===== src/hw/pwt_pkg.sv =====
// Functional notes
// - timeout sets read-only flag at bit 7
// - writing one to bit 6 clears flag
// - writing zero to ack changes nothing
// - ack bit is write-only, reads zero
// - bit 5 selects internal or external source
// - bit 4 enables interrupt requests
// - delay select zero disables the timer
// - internal delays 8 ms to 1.024 s
// - external delays divide by 256 to 32768
// - internal source is a free-running oscillator
// - unimplemented bits always read zero
package pwt_pkg;

	// ----------------------------------------
	// register map
	// ----------------------------------------
	localparam logic [7:0] PWT_REG_OFF = 8'h00;
	localparam logic [7:0] PWT_REG_RESET = 8'h00;
	localparam int unsigned PWT_FLAG_BIT = 7;
	localparam int unsigned PWT_ACK_BIT = 6;
	localparam int unsigned PWT_CLKS_BIT = 5;
	localparam int unsigned PWT_IE_BIT = 4;
	localparam int unsigned PWT_DLY_LSB = 0;
	localparam int unsigned PWT_DLY_W = 3;

	// ----------------------------------------
	// bus responses
	// ----------------------------------------
	localparam logic [1:0] PWT_RESP_OKAY = 2'h0;
	localparam logic [1:0] PWT_RESP_DECERR = 2'h3;

	// ----------------------------------------
	// clock and delay tables
	// ----------------------------------------
	localparam int unsigned PWT_CLK_PERIOD_NS = 50;
	localparam int unsigned PWT_RTI_HZ = 1000;
	localparam logic [15:0] PWT_INT_MS_1 = 16'h0008;
	localparam logic [15:0] PWT_INT_MS_2 = 16'h0020;
	localparam logic [15:0] PWT_INT_MS_3 = 16'h0040;
	localparam logic [15:0] PWT_INT_MS_4 = 16'h0080;
	localparam logic [15:0] PWT_INT_MS_5 = 16'h0100;
	localparam logic [15:0] PWT_INT_MS_6 = 16'h0200;
	localparam logic [15:0] PWT_INT_MS_7 = 16'h0400;
	localparam logic [15:0] PWT_EXT_DIV_1 = 16'h0100;
	localparam logic [15:0] PWT_EXT_DIV_2 = 16'h0400;
	localparam logic [15:0] PWT_EXT_DIV_3 = 16'h0800;
	localparam logic [15:0] PWT_EXT_DIV_4 = 16'h1000;
	localparam logic [15:0] PWT_EXT_DIV_5 = 16'h2000;
	localparam logic [15:0] PWT_EXT_DIV_6 = 16'h4000;
	localparam logic [15:0] PWT_EXT_DIV_7 = 16'h8000;

	typedef struct packed {
		logic clk_sel;
		logic irq_en;
		logic [2:0] delay_sel;
	} pwt_ctrl_t;

	localparam pwt_ctrl_t PWT_CTRL_RESET = '{clk_sel: 1'b0, irq_en: 1'b0, delay_sel: 3'h0};

	// ticks of the chosen source per timeout
	function automatic logic [15:0] pwt_limit(input logic ext, input logic [2:0] sel);
		logic [15:0] ms;
		logic [15:0] dv;
		ms = 16'h0000;
		dv = 16'h0000;
		case (sel)
			3'h1: begin ms = PWT_INT_MS_1; dv = PWT_EXT_DIV_1; end
			3'h2: begin ms = PWT_INT_MS_2; dv = PWT_EXT_DIV_2; end
			3'h3: begin ms = PWT_INT_MS_3; dv = PWT_EXT_DIV_3; end
			3'h4: begin ms = PWT_INT_MS_4; dv = PWT_EXT_DIV_4; end
			3'h5: begin ms = PWT_INT_MS_5; dv = PWT_EXT_DIV_5; end
			3'h6: begin ms = PWT_INT_MS_6; dv = PWT_EXT_DIV_6; end
			3'h7: begin ms = PWT_INT_MS_7; dv = PWT_EXT_DIV_7; end
			default: begin ms = 16'h0000; dv = 16'h0000; end
		endcase
		if (ext) begin
			return dv;
		end
		return 16'((32'(ms) * PWT_RTI_HZ) / 1000);
	endfunction

endpackage


===== src/hw/pwt_sync.sv =====
`timescale 1ns/1ps
module pwt_sync
	import pwt_pkg::*;
#(
	parameter int unsigned WIDTH = 2
) (
	// clock and reset
	input wire logic clock_i,
	input wire logic resetn_i,
	// asynchronous levels in, synchronised levels out
	input wire logic [WIDTH-1:0] async_i,
	output logic [WIDTH-1:0] sync_o
);

	// ----------------------------------------
	// two-stage synchroniser per bit
	// ----------------------------------------
	genvar i;
	generate
		for (i = 0; i < WIDTH; i++) begin : g_bit
			logic meta_q;
			logic hold_q;
			always_ff @(posedge clock_i or negedge resetn_i) begin
				if (!resetn_i) begin
					meta_q <= 1'b0;
					hold_q <= 1'b0;
				end else begin
					meta_q <= async_i[i];
					hold_q <= meta_q;
				end
			end
			assign sync_o[i] = hold_q;
		end
	endgenerate

endmodule


===== src/hw/pwt_delay_cnt.sv =====
`timescale 1ns/1ps
module pwt_delay_cnt
	import pwt_pkg::*;
#(
	parameter int unsigned CNT_SHIFT = 0
) (
	// clock and reset
	input wire logic clock_i,
	input wire logic resetn_i,
	// control
	input wire pwt_ctrl_t ctrl_i,
	input wire logic restart_i,
	input wire logic tick_i,
	// one-cycle timeout pulse
	output logic timeout_o
);

	logic [15:0] cnt_q;
	logic [15:0] lim;
	logic [15:0] last;

	// ----------------------------------------
	// terminal count
	// ----------------------------------------
	always_comb begin
		lim = pwt_limit(ctrl_i.clk_sel, ctrl_i.delay_sel) >> CNT_SHIFT;
		if (lim == 16'h0000) begin
			lim = 16'h0001;
		end
		last = lim - 16'h0001;
	end

	// ----------------------------------------
	// counter
	// ----------------------------------------
	always_ff @(posedge clock_i or negedge resetn_i) begin
		if (!resetn_i) begin
			cnt_q <= 16'h0000;
			timeout_o <= 1'b0;
		end else begin
			timeout_o <= 1'b0;
			if (restart_i || ctrl_i.delay_sel == 3'h0) begin
				cnt_q <= 16'h0000;
			end else if (tick_i) begin
				if (cnt_q >= last) begin
					cnt_q <= 16'h0000;
					timeout_o <= 1'b1;
				end else begin
					cnt_q <= cnt_q + 16'h0001;
				end
			end
		end
	end

endmodule


===== src/hw/pwt_top.sv =====
// The AXI4-Lite register port and the register addresses were left to the implementer.
`timescale 1ns/1ps
module pwt_top
	import pwt_pkg::*;
#(
	parameter int unsigned ADDR_W = 8,
	parameter int unsigned CNT_SHIFT = 0
) (
	// clock and reset
	input wire logic clock_i,
	input wire logic resetn_i,
	// count sources, asynchronous to clock_i
	input wire logic osc_1khz_i,
	input wire logic ext_clk_i,
	// axi4-lite write address
	input wire logic [ADDR_W-1:0] s_axi_awaddr_i,
	input wire logic [2:0] s_axi_awprot_i,
	input wire logic s_axi_awvalid_i,
	output logic s_axi_awready_o,
	// axi4-lite write data
	input wire logic [31:0] s_axi_wdata_i,
	input wire logic [3:0] s_axi_wstrb_i,
	input wire logic s_axi_wvalid_i,
	output logic s_axi_wready_o,
	// axi4-lite write response
	output logic [1:0] s_axi_bresp_o,
	output logic s_axi_bvalid_o,
	input wire logic s_axi_bready_i,
	// axi4-lite read address
	input wire logic [ADDR_W-1:0] s_axi_araddr_i,
	input wire logic [2:0] s_axi_arprot_i,
	input wire logic s_axi_arvalid_i,
	output logic s_axi_arready_o,
	// axi4-lite read data
	output logic [31:0] s_axi_rdata_o,
	output logic [1:0] s_axi_rresp_o,
	output logic s_axi_rvalid_o,
	input wire logic s_axi_rready_i,
	// interrupt request
	output logic irq_o
);

	// ----------------------------------------
	// declarations
	// ----------------------------------------
	logic [1:0] src_sync;
	logic src_lvl;
	logic src_prev_q;
	logic tick;
	logic timeout;

	logic [ADDR_W-1:0] awaddr_q;
	logic aw_full_q;
	logic [31:0] wdata_q;
	logic [3:0] wstrb_q;
	logic w_full_q;
	logic awready_q;
	logic wready_q;
	logic bvalid_q;
	logic [1:0] bresp_q;
	logic arready_q;
	logic rvalid_q;
	logic [31:0] rdata_q;
	logic [1:0] rresp_q;

	logic wr_fire;
	logic wr_hit;
	logic ack_wr;
	logic rd_fire;
	logic rd_hit;

	pwt_ctrl_t ctrl_q;
	pwt_ctrl_t ctrl_d;
	logic restart_q;
	logic flag_q;
	logic flag_d;
	logic irq_q;
	logic [7:0] reg_view;

	// ----------------------------------------
	// count source selection
	// ----------------------------------------
	// the oscillator is its own free-running source, only sampled here
	// independent oscillator input
	pwt_sync #(
		.WIDTH(2)
	) u_sync (
		.clock_i(clock_i),
		.resetn_i(resetn_i),
		.async_i({ext_clk_i, osc_1khz_i}),
		.sync_o(src_sync)
	);

	// external clock must stay below half of clock_i to be seen
	// source select
	assign src_lvl = ctrl_q.clk_sel ? src_sync[1] : src_sync[0];

	always_ff @(posedge clock_i or negedge resetn_i) begin
		if (!resetn_i) begin
			src_prev_q <= 1'b0;
		end else begin
			src_prev_q <= src_lvl;
		end
	end

	assign tick = src_lvl & ~src_prev_q;

	// ----------------------------------------
	// delay counter
	// ----------------------------------------
	pwt_delay_cnt #(
		.CNT_SHIFT(CNT_SHIFT)
	) u_cnt (
		.clock_i(clock_i),
		.resetn_i(resetn_i),
		.ctrl_i(ctrl_q),
		.restart_i(restart_q),
		.tick_i(tick),
		.timeout_o(timeout)
	);

	// ----------------------------------------
	// write address channel
	// ----------------------------------------
	always_ff @(posedge clock_i or negedge resetn_i) begin
		if (!resetn_i) begin
			awaddr_q <= '0;
		end else if (s_axi_awvalid_i && awready_q) begin
			awaddr_q <= s_axi_awaddr_i;
		end
	end

	always_ff @(posedge clock_i or negedge resetn_i) begin
		if (!resetn_i) begin
			aw_full_q <= 1'b0;
		end else if (s_axi_awvalid_i && awready_q) begin
			aw_full_q <= 1'b1;
		end else if (wr_fire) begin
			aw_full_q <= 1'b0;
		end
	end

	// ready stays low until the response is taken, so one write is in flight
	always_ff @(posedge clock_i or negedge resetn_i) begin
		if (!resetn_i) begin
			awready_q <= 1'b1;
		end else if (s_axi_awvalid_i && awready_q) begin
			awready_q <= 1'b0;
		end else if (bvalid_q && s_axi_bready_i) begin
			awready_q <= 1'b1;
		end
	end

	// ----------------------------------------
	// write data channel
	// ----------------------------------------
	always_ff @(posedge clock_i or negedge resetn_i) begin
		if (!resetn_i) begin
			wdata_q <= 32'h0000_0000;
			wstrb_q <= 4'h0;
		end else if (s_axi_wvalid_i && wready_q) begin
			wdata_q <= s_axi_wdata_i;
			wstrb_q <= s_axi_wstrb_i;
		end
	end

	always_ff @(posedge clock_i or negedge resetn_i) begin
		if (!resetn_i) begin
			w_full_q <= 1'b0;
		end else if (s_axi_wvalid_i && wready_q) begin
			w_full_q <= 1'b1;
		end else if (wr_fire) begin
			w_full_q <= 1'b0;
		end
	end

	// address and data may come in either order; each half waits for the other
	always_ff @(posedge clock_i or negedge resetn_i) begin
		if (!resetn_i) begin
			wready_q <= 1'b1;
		end else if (s_axi_wvalid_i && wready_q) begin
			wready_q <= 1'b0;
		end else if (bvalid_q && s_axi_bready_i) begin
			wready_q <= 1'b1;
		end
	end

	// ----------------------------------------
	// write decode and response
	// ----------------------------------------
	assign wr_fire = aw_full_q & w_full_q & ~bvalid_q;
	assign wr_hit = wr_fire && (awaddr_q[ADDR_W-1:2] == PWT_REG_OFF[ADDR_W-1:2]);
	// only a one in the ack bit acts
	assign ack_wr = wr_hit & wstrb_q[0] & wdata_q[PWT_ACK_BIT];

	always_ff @(posedge clock_i or negedge resetn_i) begin
		if (!resetn_i) begin
			bvalid_q <= 1'b0;
		end else if (wr_fire) begin
			bvalid_q <= 1'b1;
		end else if (bvalid_q && s_axi_bready_i) begin
			bvalid_q <= 1'b0;
		end
	end

	// unmapped words answer with a decode error and change nothing
	always_ff @(posedge clock_i or negedge resetn_i) begin
		if (!resetn_i) begin
			bresp_q <= PWT_RESP_OKAY;
		end else if (wr_fire) begin
			bresp_q <= wr_hit ? PWT_RESP_OKAY : PWT_RESP_DECERR;
		end
	end

	// ----------------------------------------
	// control fields
	// ----------------------------------------
	always_comb begin
		ctrl_d = ctrl_q;
		if (wr_hit && wstrb_q[0]) begin
			ctrl_d.clk_sel = wdata_q[PWT_CLKS_BIT];
			ctrl_d.irq_en = wdata_q[PWT_IE_BIT];
			ctrl_d.delay_sel = wdata_q[PWT_DLY_LSB +: PWT_DLY_W];
		end
	end

	always_ff @(posedge clock_i or negedge resetn_i) begin
		if (!resetn_i) begin
			ctrl_q <= PWT_CTRL_RESET;
		end else begin
			ctrl_q <= ctrl_d;
		end
	end

	// a changed source or delay starts a fresh period; same-value writes keep phase
	always_ff @(posedge clock_i or negedge resetn_i) begin
		if (!resetn_i) begin
			restart_q <= 1'b0;
		end else begin
			restart_q <= (ctrl_d.clk_sel != ctrl_q.clk_sel) ||
				(ctrl_d.delay_sel != ctrl_q.delay_sel);
		end
	end

	// ----------------------------------------
	// timeout flag and interrupt
	// ----------------------------------------
	always_comb begin
		flag_d = flag_q;
		if (ack_wr) begin
			flag_d = 1'b0;
		end
		// timeout sets flag, wins over ack
		if (timeout) begin
			flag_d = 1'b1;
		end
	end

	always_ff @(posedge clock_i or negedge resetn_i) begin
		if (!resetn_i) begin
			flag_q <= 1'b0;
		end else begin
			flag_q <= flag_d;
		end
	end

	always_ff @(posedge clock_i or negedge resetn_i) begin
		if (!resetn_i) begin
			irq_q <= 1'b0;
		end else begin
			irq_q <= flag_d & ctrl_d.irq_en;
		end
	end

	// ----------------------------------------
	// register view
	// ----------------------------------------
	always_comb begin
		reg_view = PWT_REG_RESET;
		reg_view[PWT_FLAG_BIT] = flag_q;
		reg_view[PWT_ACK_BIT] = 1'b0;
		reg_view[PWT_CLKS_BIT] = ctrl_q.clk_sel;
		reg_view[PWT_IE_BIT] = ctrl_q.irq_en;
		reg_view[PWT_DLY_LSB +: PWT_DLY_W] = ctrl_q.delay_sel;
	end

	// ----------------------------------------
	// read channels
	// ----------------------------------------
	assign rd_fire = s_axi_arvalid_i & arready_q;
	assign rd_hit = s_axi_araddr_i[ADDR_W-1:2] == PWT_REG_OFF[ADDR_W-1:2];

	always_ff @(posedge clock_i or negedge resetn_i) begin
		if (!resetn_i) begin
			arready_q <= 1'b1;
		end else if (rd_fire) begin
			arready_q <= 1'b0;
		end else if (rvalid_q && s_axi_rready_i) begin
			arready_q <= 1'b1;
		end
	end

	// rvalid stands until rready is seen
	always_ff @(posedge clock_i or negedge resetn_i) begin
		if (!resetn_i) begin
			rvalid_q <= 1'b0;
		end else if (rd_fire) begin
			rvalid_q <= 1'b1;
		end else if (rvalid_q && s_axi_rready_i) begin
			rvalid_q <= 1'b0;
		end
	end

	// data is captured at the handshake and held until it is taken
	always_ff @(posedge clock_i or negedge resetn_i) begin
		if (!resetn_i) begin
			rdata_q <= 32'h0000_0000;
			rresp_q <= PWT_RESP_OKAY;
		end else if (rd_fire) begin
			rdata_q <= rd_hit ? {24'h00_0000, reg_view} : 32'h0000_0000;
			rresp_q <= rd_hit ? PWT_RESP_OKAY : PWT_RESP_DECERR;
		end
	end

	// ----------------------------------------
	// outputs
	// ----------------------------------------
	assign s_axi_awready_o = awready_q;
	assign s_axi_wready_o = wready_q;
	assign s_axi_bvalid_o = bvalid_q;
	assign s_axi_bresp_o = bresp_q;
	assign s_axi_arready_o = arready_q;
	assign s_axi_rvalid_o = rvalid_q;
	assign s_axi_rdata_o = rdata_q;
	assign s_axi_rresp_o = rresp_q;
	assign irq_o = irq_q;

endmodule


===== config.mk =====
export PLATFORM = sky130hd
export DESIGN_NAME = pwt_top
export DESIGN_NICKNAME = d
export VERILOG_FILES = /design/src/hw/pwt_pkg.sv /design/src/hw/pwt_sync.sv /design/src/hw/pwt_delay_cnt.sv /design/src/hw/pwt_top.sv
export SDC_FILE = /design/constraint.sdc
export NUM_CORES = 1
export LEC_CHECK = 0
export ABC_AREA = 1
export BUFFER_PORTS_ARGS = -buffer_cell sky130_fd_sc_hd__clkbuf_2
export CAP_MARGIN = 20
export CORE_UTILIZATION = 45
export CTS_CLUSTER_DIAMETER = 200
export DETAILED_ROUTE_END_ITERATION = 8
export PLACE_DENSITY_LB_ADDON = 0.2
export SYNTH_ARGS = -nofsm -noshare
export SYNTH_HDL_FRONTEND = slang
export SYNTH_HIERARCHICAL = 1
export SYNTH_SLANG_ARGS = --single-unit

===== constraint.sdc =====
create_clock -name clock_i -period 19.9 [get_ports clock_i]
set_clock_uncertainty 0.15 [all_clocks]
set_input_delay 3.98 -clock clock_i [delete_from_list [all_inputs] [get_ports clock_i]]
set_output_delay 3.98 -clock clock_i [all_outputs]
set_load 0.005 [all_outputs]

# Word level (Yosys, flattened, before mapping)

Index checks and enable logic that the tools add are counted.
Widths: inputs -> output; s select.

Bits in registers: 89
Bits of input ports: 67
Logic and storage cells: 99

Add/subtract/negate cells: 2
Multipliers: 1
Div/mod/pow operators: 1
Magnitude comparators: 1
Eq/ne operators: 9
Muxes and demuxes: 31
Bitwise gates (word level): 9
Reduce and logical (&&, ||, !) cells: 19

Operators with widths:

| kind                   | number |
|---|---|
| $pmux 16 s7            | 1 |
| $mux 16                | 6 |
| $pmux 11 s7            | 1 |
| $div 26x10->32 const B | 1 |
| $mux 1                 | 19 |
| $mul 11x7->18 const B  | 1 |
| $add 16x1->16 const B  | 1 |
| $ge 16x16->1           | 1 |
| $logic_not 16->1       | 1 |
| $sub 16x1->16 const B  | 1 |
| $reduce_bool 2->1      | 7 |
| $eq 3x3->1 const B     | 4 |
| $logic_not 6->1        | 2 |
| $mux 8                 | 1 |
| $and 1x1->1            | 7 |
| $eq 3x2->1 const B     | 2 |
| $logic_and 1x1->1      | 6 |
| $mux 5                 | 1 |
| $mux 2                 | 2 |
| $eq 3x1->1 const B     | 1 |
| $logic_not 3->1        | 1 |
| $ne 3x3->1             | 1 |
| $logic_or 1x1->1       | 2 |
| $not 1->1              | 2 |
| $ne 1x1->1             | 1 |

# Logic depth before layout (Yosys ltp)

Word-level depth: 12
Gate-level depth with buffers: 126
Gate-level depth less buffers: 122

# Modules after synthesis

The synthesis kept the hierarchy.

By module, submodules not included:

| module        | times used | cells each | area an instance (µm²) |
|---|---|---|---|
| pwt_delay_cnt | 1          | 1,623      | 9,027.4 |
| pwt_top       | 1          | 177        | 1,752.9 |
| pwt_sync      | 1          | 6          | 115.1 |

# Worst setup path after synthesis

OpenSTA, ideal clock, no wires.

Path type: reg2reg
From: register ctrl_q[0] (netlist bit)
To: register u_cnt.cnt_q[11]
Setup time: 83 ps
Arrival time: 15,726 ps
Data required time: 19,667 ps
Path slack: 3,941 ps
Stages on the path, launching flop included: 112
Buffers on the path: 8
Clock period less this slack: 15,959 ps
Path through: dfrtp_1 inv_1 nor2_1 inv_1 ha_1 nor2_1 inv_1 fa_1 inv_1 fa_1 fa_1 ha_1 ha_1 a21oi_1 nand2_1 inv_1 nand3_1 nand2_1 [... 76 more ...] a21oi_1 nand2_1 nor2_1 nand2_1 a21oi_2 ha_1 nand2_1 nor3_1 nand4_1 nor4_1 xor2_1 ha_1 nand4_1 inv_1 a2111oi_0 nand4_1 clkbuf_1 o21ai_0

Longest elaborated chain between the ends: 12
Elaborated cells between the ends (all ways): 23
Classes of those cells: add/sub: 1; mul: 1; div: 1; order compare: 1; eq/ne: 7; mux: 8; reduce/logical: 4

Ends and longest elaborated chain:

| item                                     | line                | text |
|---|---|---|
| start, declared                          | pwt_top.sv:72       | `pwt_ctrl_t ctrl_q;` |
| start signal, assigned                   | pwt_top.sv:231      | `ctrl_q <= ctrl_d;` |
| $eq 3x3->1, or another cell as far along | pwt_pkg.sv:67       | `case (sel)` |
| $pmux 11 s7                              | pwt_pkg.sv:67       |  |
| $mul 11x7->18                            | pwt_pkg.sv:80       | `return 16'((32'(ms) * PWT_RTI_HZ) / 1000);` |
| $div 26x10->32                           | pwt_pkg.sv:80       |  |
| $mux 16                                  | pwt_pkg.sv:80       |  |
| $logic_not 16->1                         | pwt_delay_cnt.sv:27 | `if (lim == 16'h0000) begin` |
| $mux 16                                  | pwt_delay_cnt.sv:27 |  |
| $sub 16x1->16                            | pwt_delay_cnt.sv:30 | `last = lim - 16'h0001;` |
| $ge 16x16->1                             | pwt_delay_cnt.sv:45 | `if (cnt_q >= last) begin` |
| $mux 16                                  | pwt_delay_cnt.sv:45 |  |
| $mux 16                                  | pwt_delay_cnt.sv:44 | `end else if (tick_i) begin` |
| $mux 16                                  | pwt_delay_cnt.sv:42 | `if (restart_i \|\| ctrl_i.delay_sel == 3'h0) begin` |
| end signal, assigned                     | pwt_delay_cnt.sv:49 | `cnt_q <= cnt_q + 16'h0001;` |
| end, declared                            | pwt_delay_cnt.sv:18 | `logic [15:0] cnt_q;` |

Several ways; a longest one is shown, not always the timed one. The select of a mux whose other input is x is not followed.
A chain may end at the register's enable or synchronous reset.

# Worst setup path in the final report

From: register ctrl_q[0] (netlist bit)
To: register u_cnt.cnt_q[6]

Same word-level chain as after synthesis.

==> flow_summary.yaml <==
critical_path:
  reg2reg_depth: 113
  r2r-end: "u_cnt/cnt_q[6]$_DFFE_PN0P_"
  end_kind: "flop"
  crit_slowest_cell: "fa_1"
  arrival_ns: 18.20
  start_kind: "flop"
  r2r_setup_slack_ns: 1.77
  worstSetupPathType: "reg2reg"
  path_max_fanout: 24
  slowest_delay_ns: 0.56
  r2r_start: "ctrl_q[0]$_DFF_PN0_"
  worstPathRequired_ns: 19.97
  crit_top_cell: "nand2_1"
grt:
  grt_pass1_vias: 9982
  grt_pass1_wl_mm: 44.8
  antenna_found_initial: 0
  grt_max_degree: 59
  overflow: 0
  grt.total_usage: 0.215
clocking:
  clk_pin_slew_ns: 0.05
  clk_latency_ns: 0.33
  clockBufferDepth: 2
  cts_tree: "built"
  h-tree-depth: 3
  clkSinkCount: 58
  root_buffer: "clkbuf_16"
  hold_buffers: 0
  numCtsBuffers: 9
yosys:
  synth_edf_count: 0
  async_reset_ff_frac: 1.00
  ys.flop_type: "dfrtp_1"
  synth_area_um2: 10900
  syn_inst: 1806
  ys.warnings.count: 6
  yosysSeqAreaShare: 0.134
  avgSynthCellArea_um2: 6.03
  synth-seq-cells: 58
  synth_cell_types: 57
outcome:
  outcome: "finished clean"
detailed_routing:
  routed_wl_mm: 26.0
  drtAntennaViolNets: 0
  drc_errors: 0
  via_count: 11000
  drt_iter0_drc: 556
  post_drt_wl_per_cell_um: 11.9
  firstDrtPassIters: 5
  via_per_inst: 5.06
hold_path:
  hold_path_end: "u_sync/g_bit[1].hold_q$_DFF_PN0_"
  min_path_cells: 0
  hold_path_class: "reg2reg"
  hp-start: "u_sync/g_bit[1].meta_q$_DFF_PN0_"
placed_design:
  dp.cells: 2146
  routabilityCongestion: 0.914
  dp_hpwl_mm: 21.3
  port_buffers: 43
  place_area_um2: 11200
floorplan:
  row_count: 56
  fp.dieH_um: 158
  start_util: 0.461
  die-width_um: 158
  die_area_um2: 24800
  coreArea_um2: 23600
  io_pins: 109
cells_and_area:
  final_cell_count_no_fill: 2174
  drive_above_1_share: 0.163
  final_cell_mix: "nand2_1 (539), inv_1 (246), nor2_1 (176), nand3_1 (176), ha_1 (66)"
  finish.instance_area_um2: 11700
  num_antenna_cells: 0
  final_common_cell: "nand2_1"
  syn_to_final_growth_pct: 7.26
  final_core_util: 0.495
  nNetsFinal: 1999
sta:
  setup_violations: 0
  drv_slew: 0
  post-route-period-util: 0.911
  fmax_mhz: 55.2
  fin_crit_ns: 18.13
  finalHoldViolCount: 0
  worst_pin_slew_ns: 0.710
  totalNegativeSetupSlack_ns: 0
  max-slew-margin-rel: 0.527
job:
  cap_violations: 0
Yosys cell counts (5+ instances only):
cell / count / area (µm²)
a21oi_1: 38 / 190
a21oi_2: 6 / 52.6
a31oi_1: 5 / 31.3
buf_2: 5 / 25.0
buf_4: 30 / 225
buf_6: 15 / 169
dfrtp_1: 55 / 1380
fa_1: 16 / 320
ha_1: 66 / 826
inv_1: 246 / 923
inv_2: 35 / 131
mux2_2: 8 / 90.1
nand2_1: 540 / 2030
nand2_2: 58 / 363
nand2_4: 11 / 124
nand3_1: 176 / 881
nand3_2: 29 / 290
nand3_4: 5 / 87.6
nand3b_1: 14 / 105
nand4_1: 50 / 313
nor2_1: 178 / 668
nor2_2: 32 / 200
nor2_4: 15 / 169
nor3_1: 13 / 65.1
nor4_1: 6 / 37.5
o21ai_0: 38 / 190
o21ai_1: 10 / 50.1
o21bai_1: 6 / 45.0
o22ai_1: 9 / 56.3
xnor2_1: 9 / 78.8
xor2_1: 35 / 307
how the worst max path moves through the flow:
stage                              from                           to  slack [ns]  depth (start not counted)
detailed placement  ctrl_q[0]$_DFF_PN0_   u_cnt/cnt_q[6]$_DFFE_PN0P_        0.88                        111
finish              ctrl_q[0]$_DFF_PN0_   u_cnt/cnt_q[6]$_DFFE_PN0P_        1.77                        113
global placement    ctrl_q[0]$_DFF_PN0_   u_cnt/cnt_q[8]$_DFFE_PN0P_        1.10                        109
floorplan           ctrl_q[0]$_DFF_PN0_  u_cnt/cnt_q[11]$_DFFE_PN0P_        3.94                        111
CTS                 ctrl_q[0]$_DFF_PN0_   u_cnt/cnt_q[6]$_DFFE_PN0P_        0.80                        109
global route        ctrl_q[2]$_DFF_PN0_   u_cnt/cnt_q[6]$_DFFE_PN0P_       -0.01                        113
timing repair:
action | CTS | global route
setup endpoints to repair | 0 | 17
setup buffers | 0 | 11
resized for setup | 0 | 10
through the flow:
stage	hold slack [ns]	worst slack (ns)
after detailed placement	0.187	0.880
after global routing	0.214	-0.0104
after global placement	0.188	1.10
after CTS	0.208	0.805
final	0.205	1.77
after floorplan	0.181	3.94
critical path: cells and delay by family (launching register included):
family          cells  cell delay, ns
compound gates      7            1.51
xor+xnor            1            0.19
fa+ha+maj          12            4.01
buf+inv            13            1.47
flops               1            0.50
simple gates       80           10.12
cells by family (layout without fill, tap and decap cells):
| family | count (synthesis) | in the layout | synth area share |
|---|---|---|---|
| AND/OR/NAND/NOR | 1140 | 1141 | 0.504 |
| multiplexers | 8 | 8 | 0.00827 |
| flip-flops | 58 | 58 | 0.134 |
| adder cells (fa/ha/maj) | 82 | 82 | 0.105 |
| AO/OA/AOI/OAI | 131 | 131 | 0.0719 |
| XOR/XNOR | 45 | 45 | 0.0369 |
| other | 2 | 27 | 0.000689 |
| buffers and inverters | 340 | 363 | 0.139 |
sequential cells by signal, summed over array words and instances (netlist names), 2 cells and up:
register	cells
u_cnt/cnt_q	16
awaddr_q	6
s_axi_rdata_o	6
wdata_q	6
ctrl_q	5
u_sync/g_bit.hold_q	2
u_sync/g_bit.meta_q	2
area by class of cell:
| class | instances | area, µm² |
|---|---|---|
| timing repair buffer | 62 | 358 |
| multi-input combinational | 1434 | 8080 |
| tap | 319 | 399 |
| fill | 2512 | 11900 |
| clock inverter | 7 | 101 |
| clock buffer | 9 | 225 |
| inverter | 285 | 1070 |
| sequential | 58 | 1460 |
metal layers:
metal	wire (µm)	vias up	global-route usage	part of all wire
met3	802	22	0.0153	0.031
met1	12700	4994	0.299	0.49
met4	259	0	0.0384	0.010
met5	0	-	0	0
met2	12200	179	0.369	0.47
li1	-	5795	-	-
Power is not shown: default switching activity piles up to over one toggle a cycle in this logic, so the estimate is an artifact.
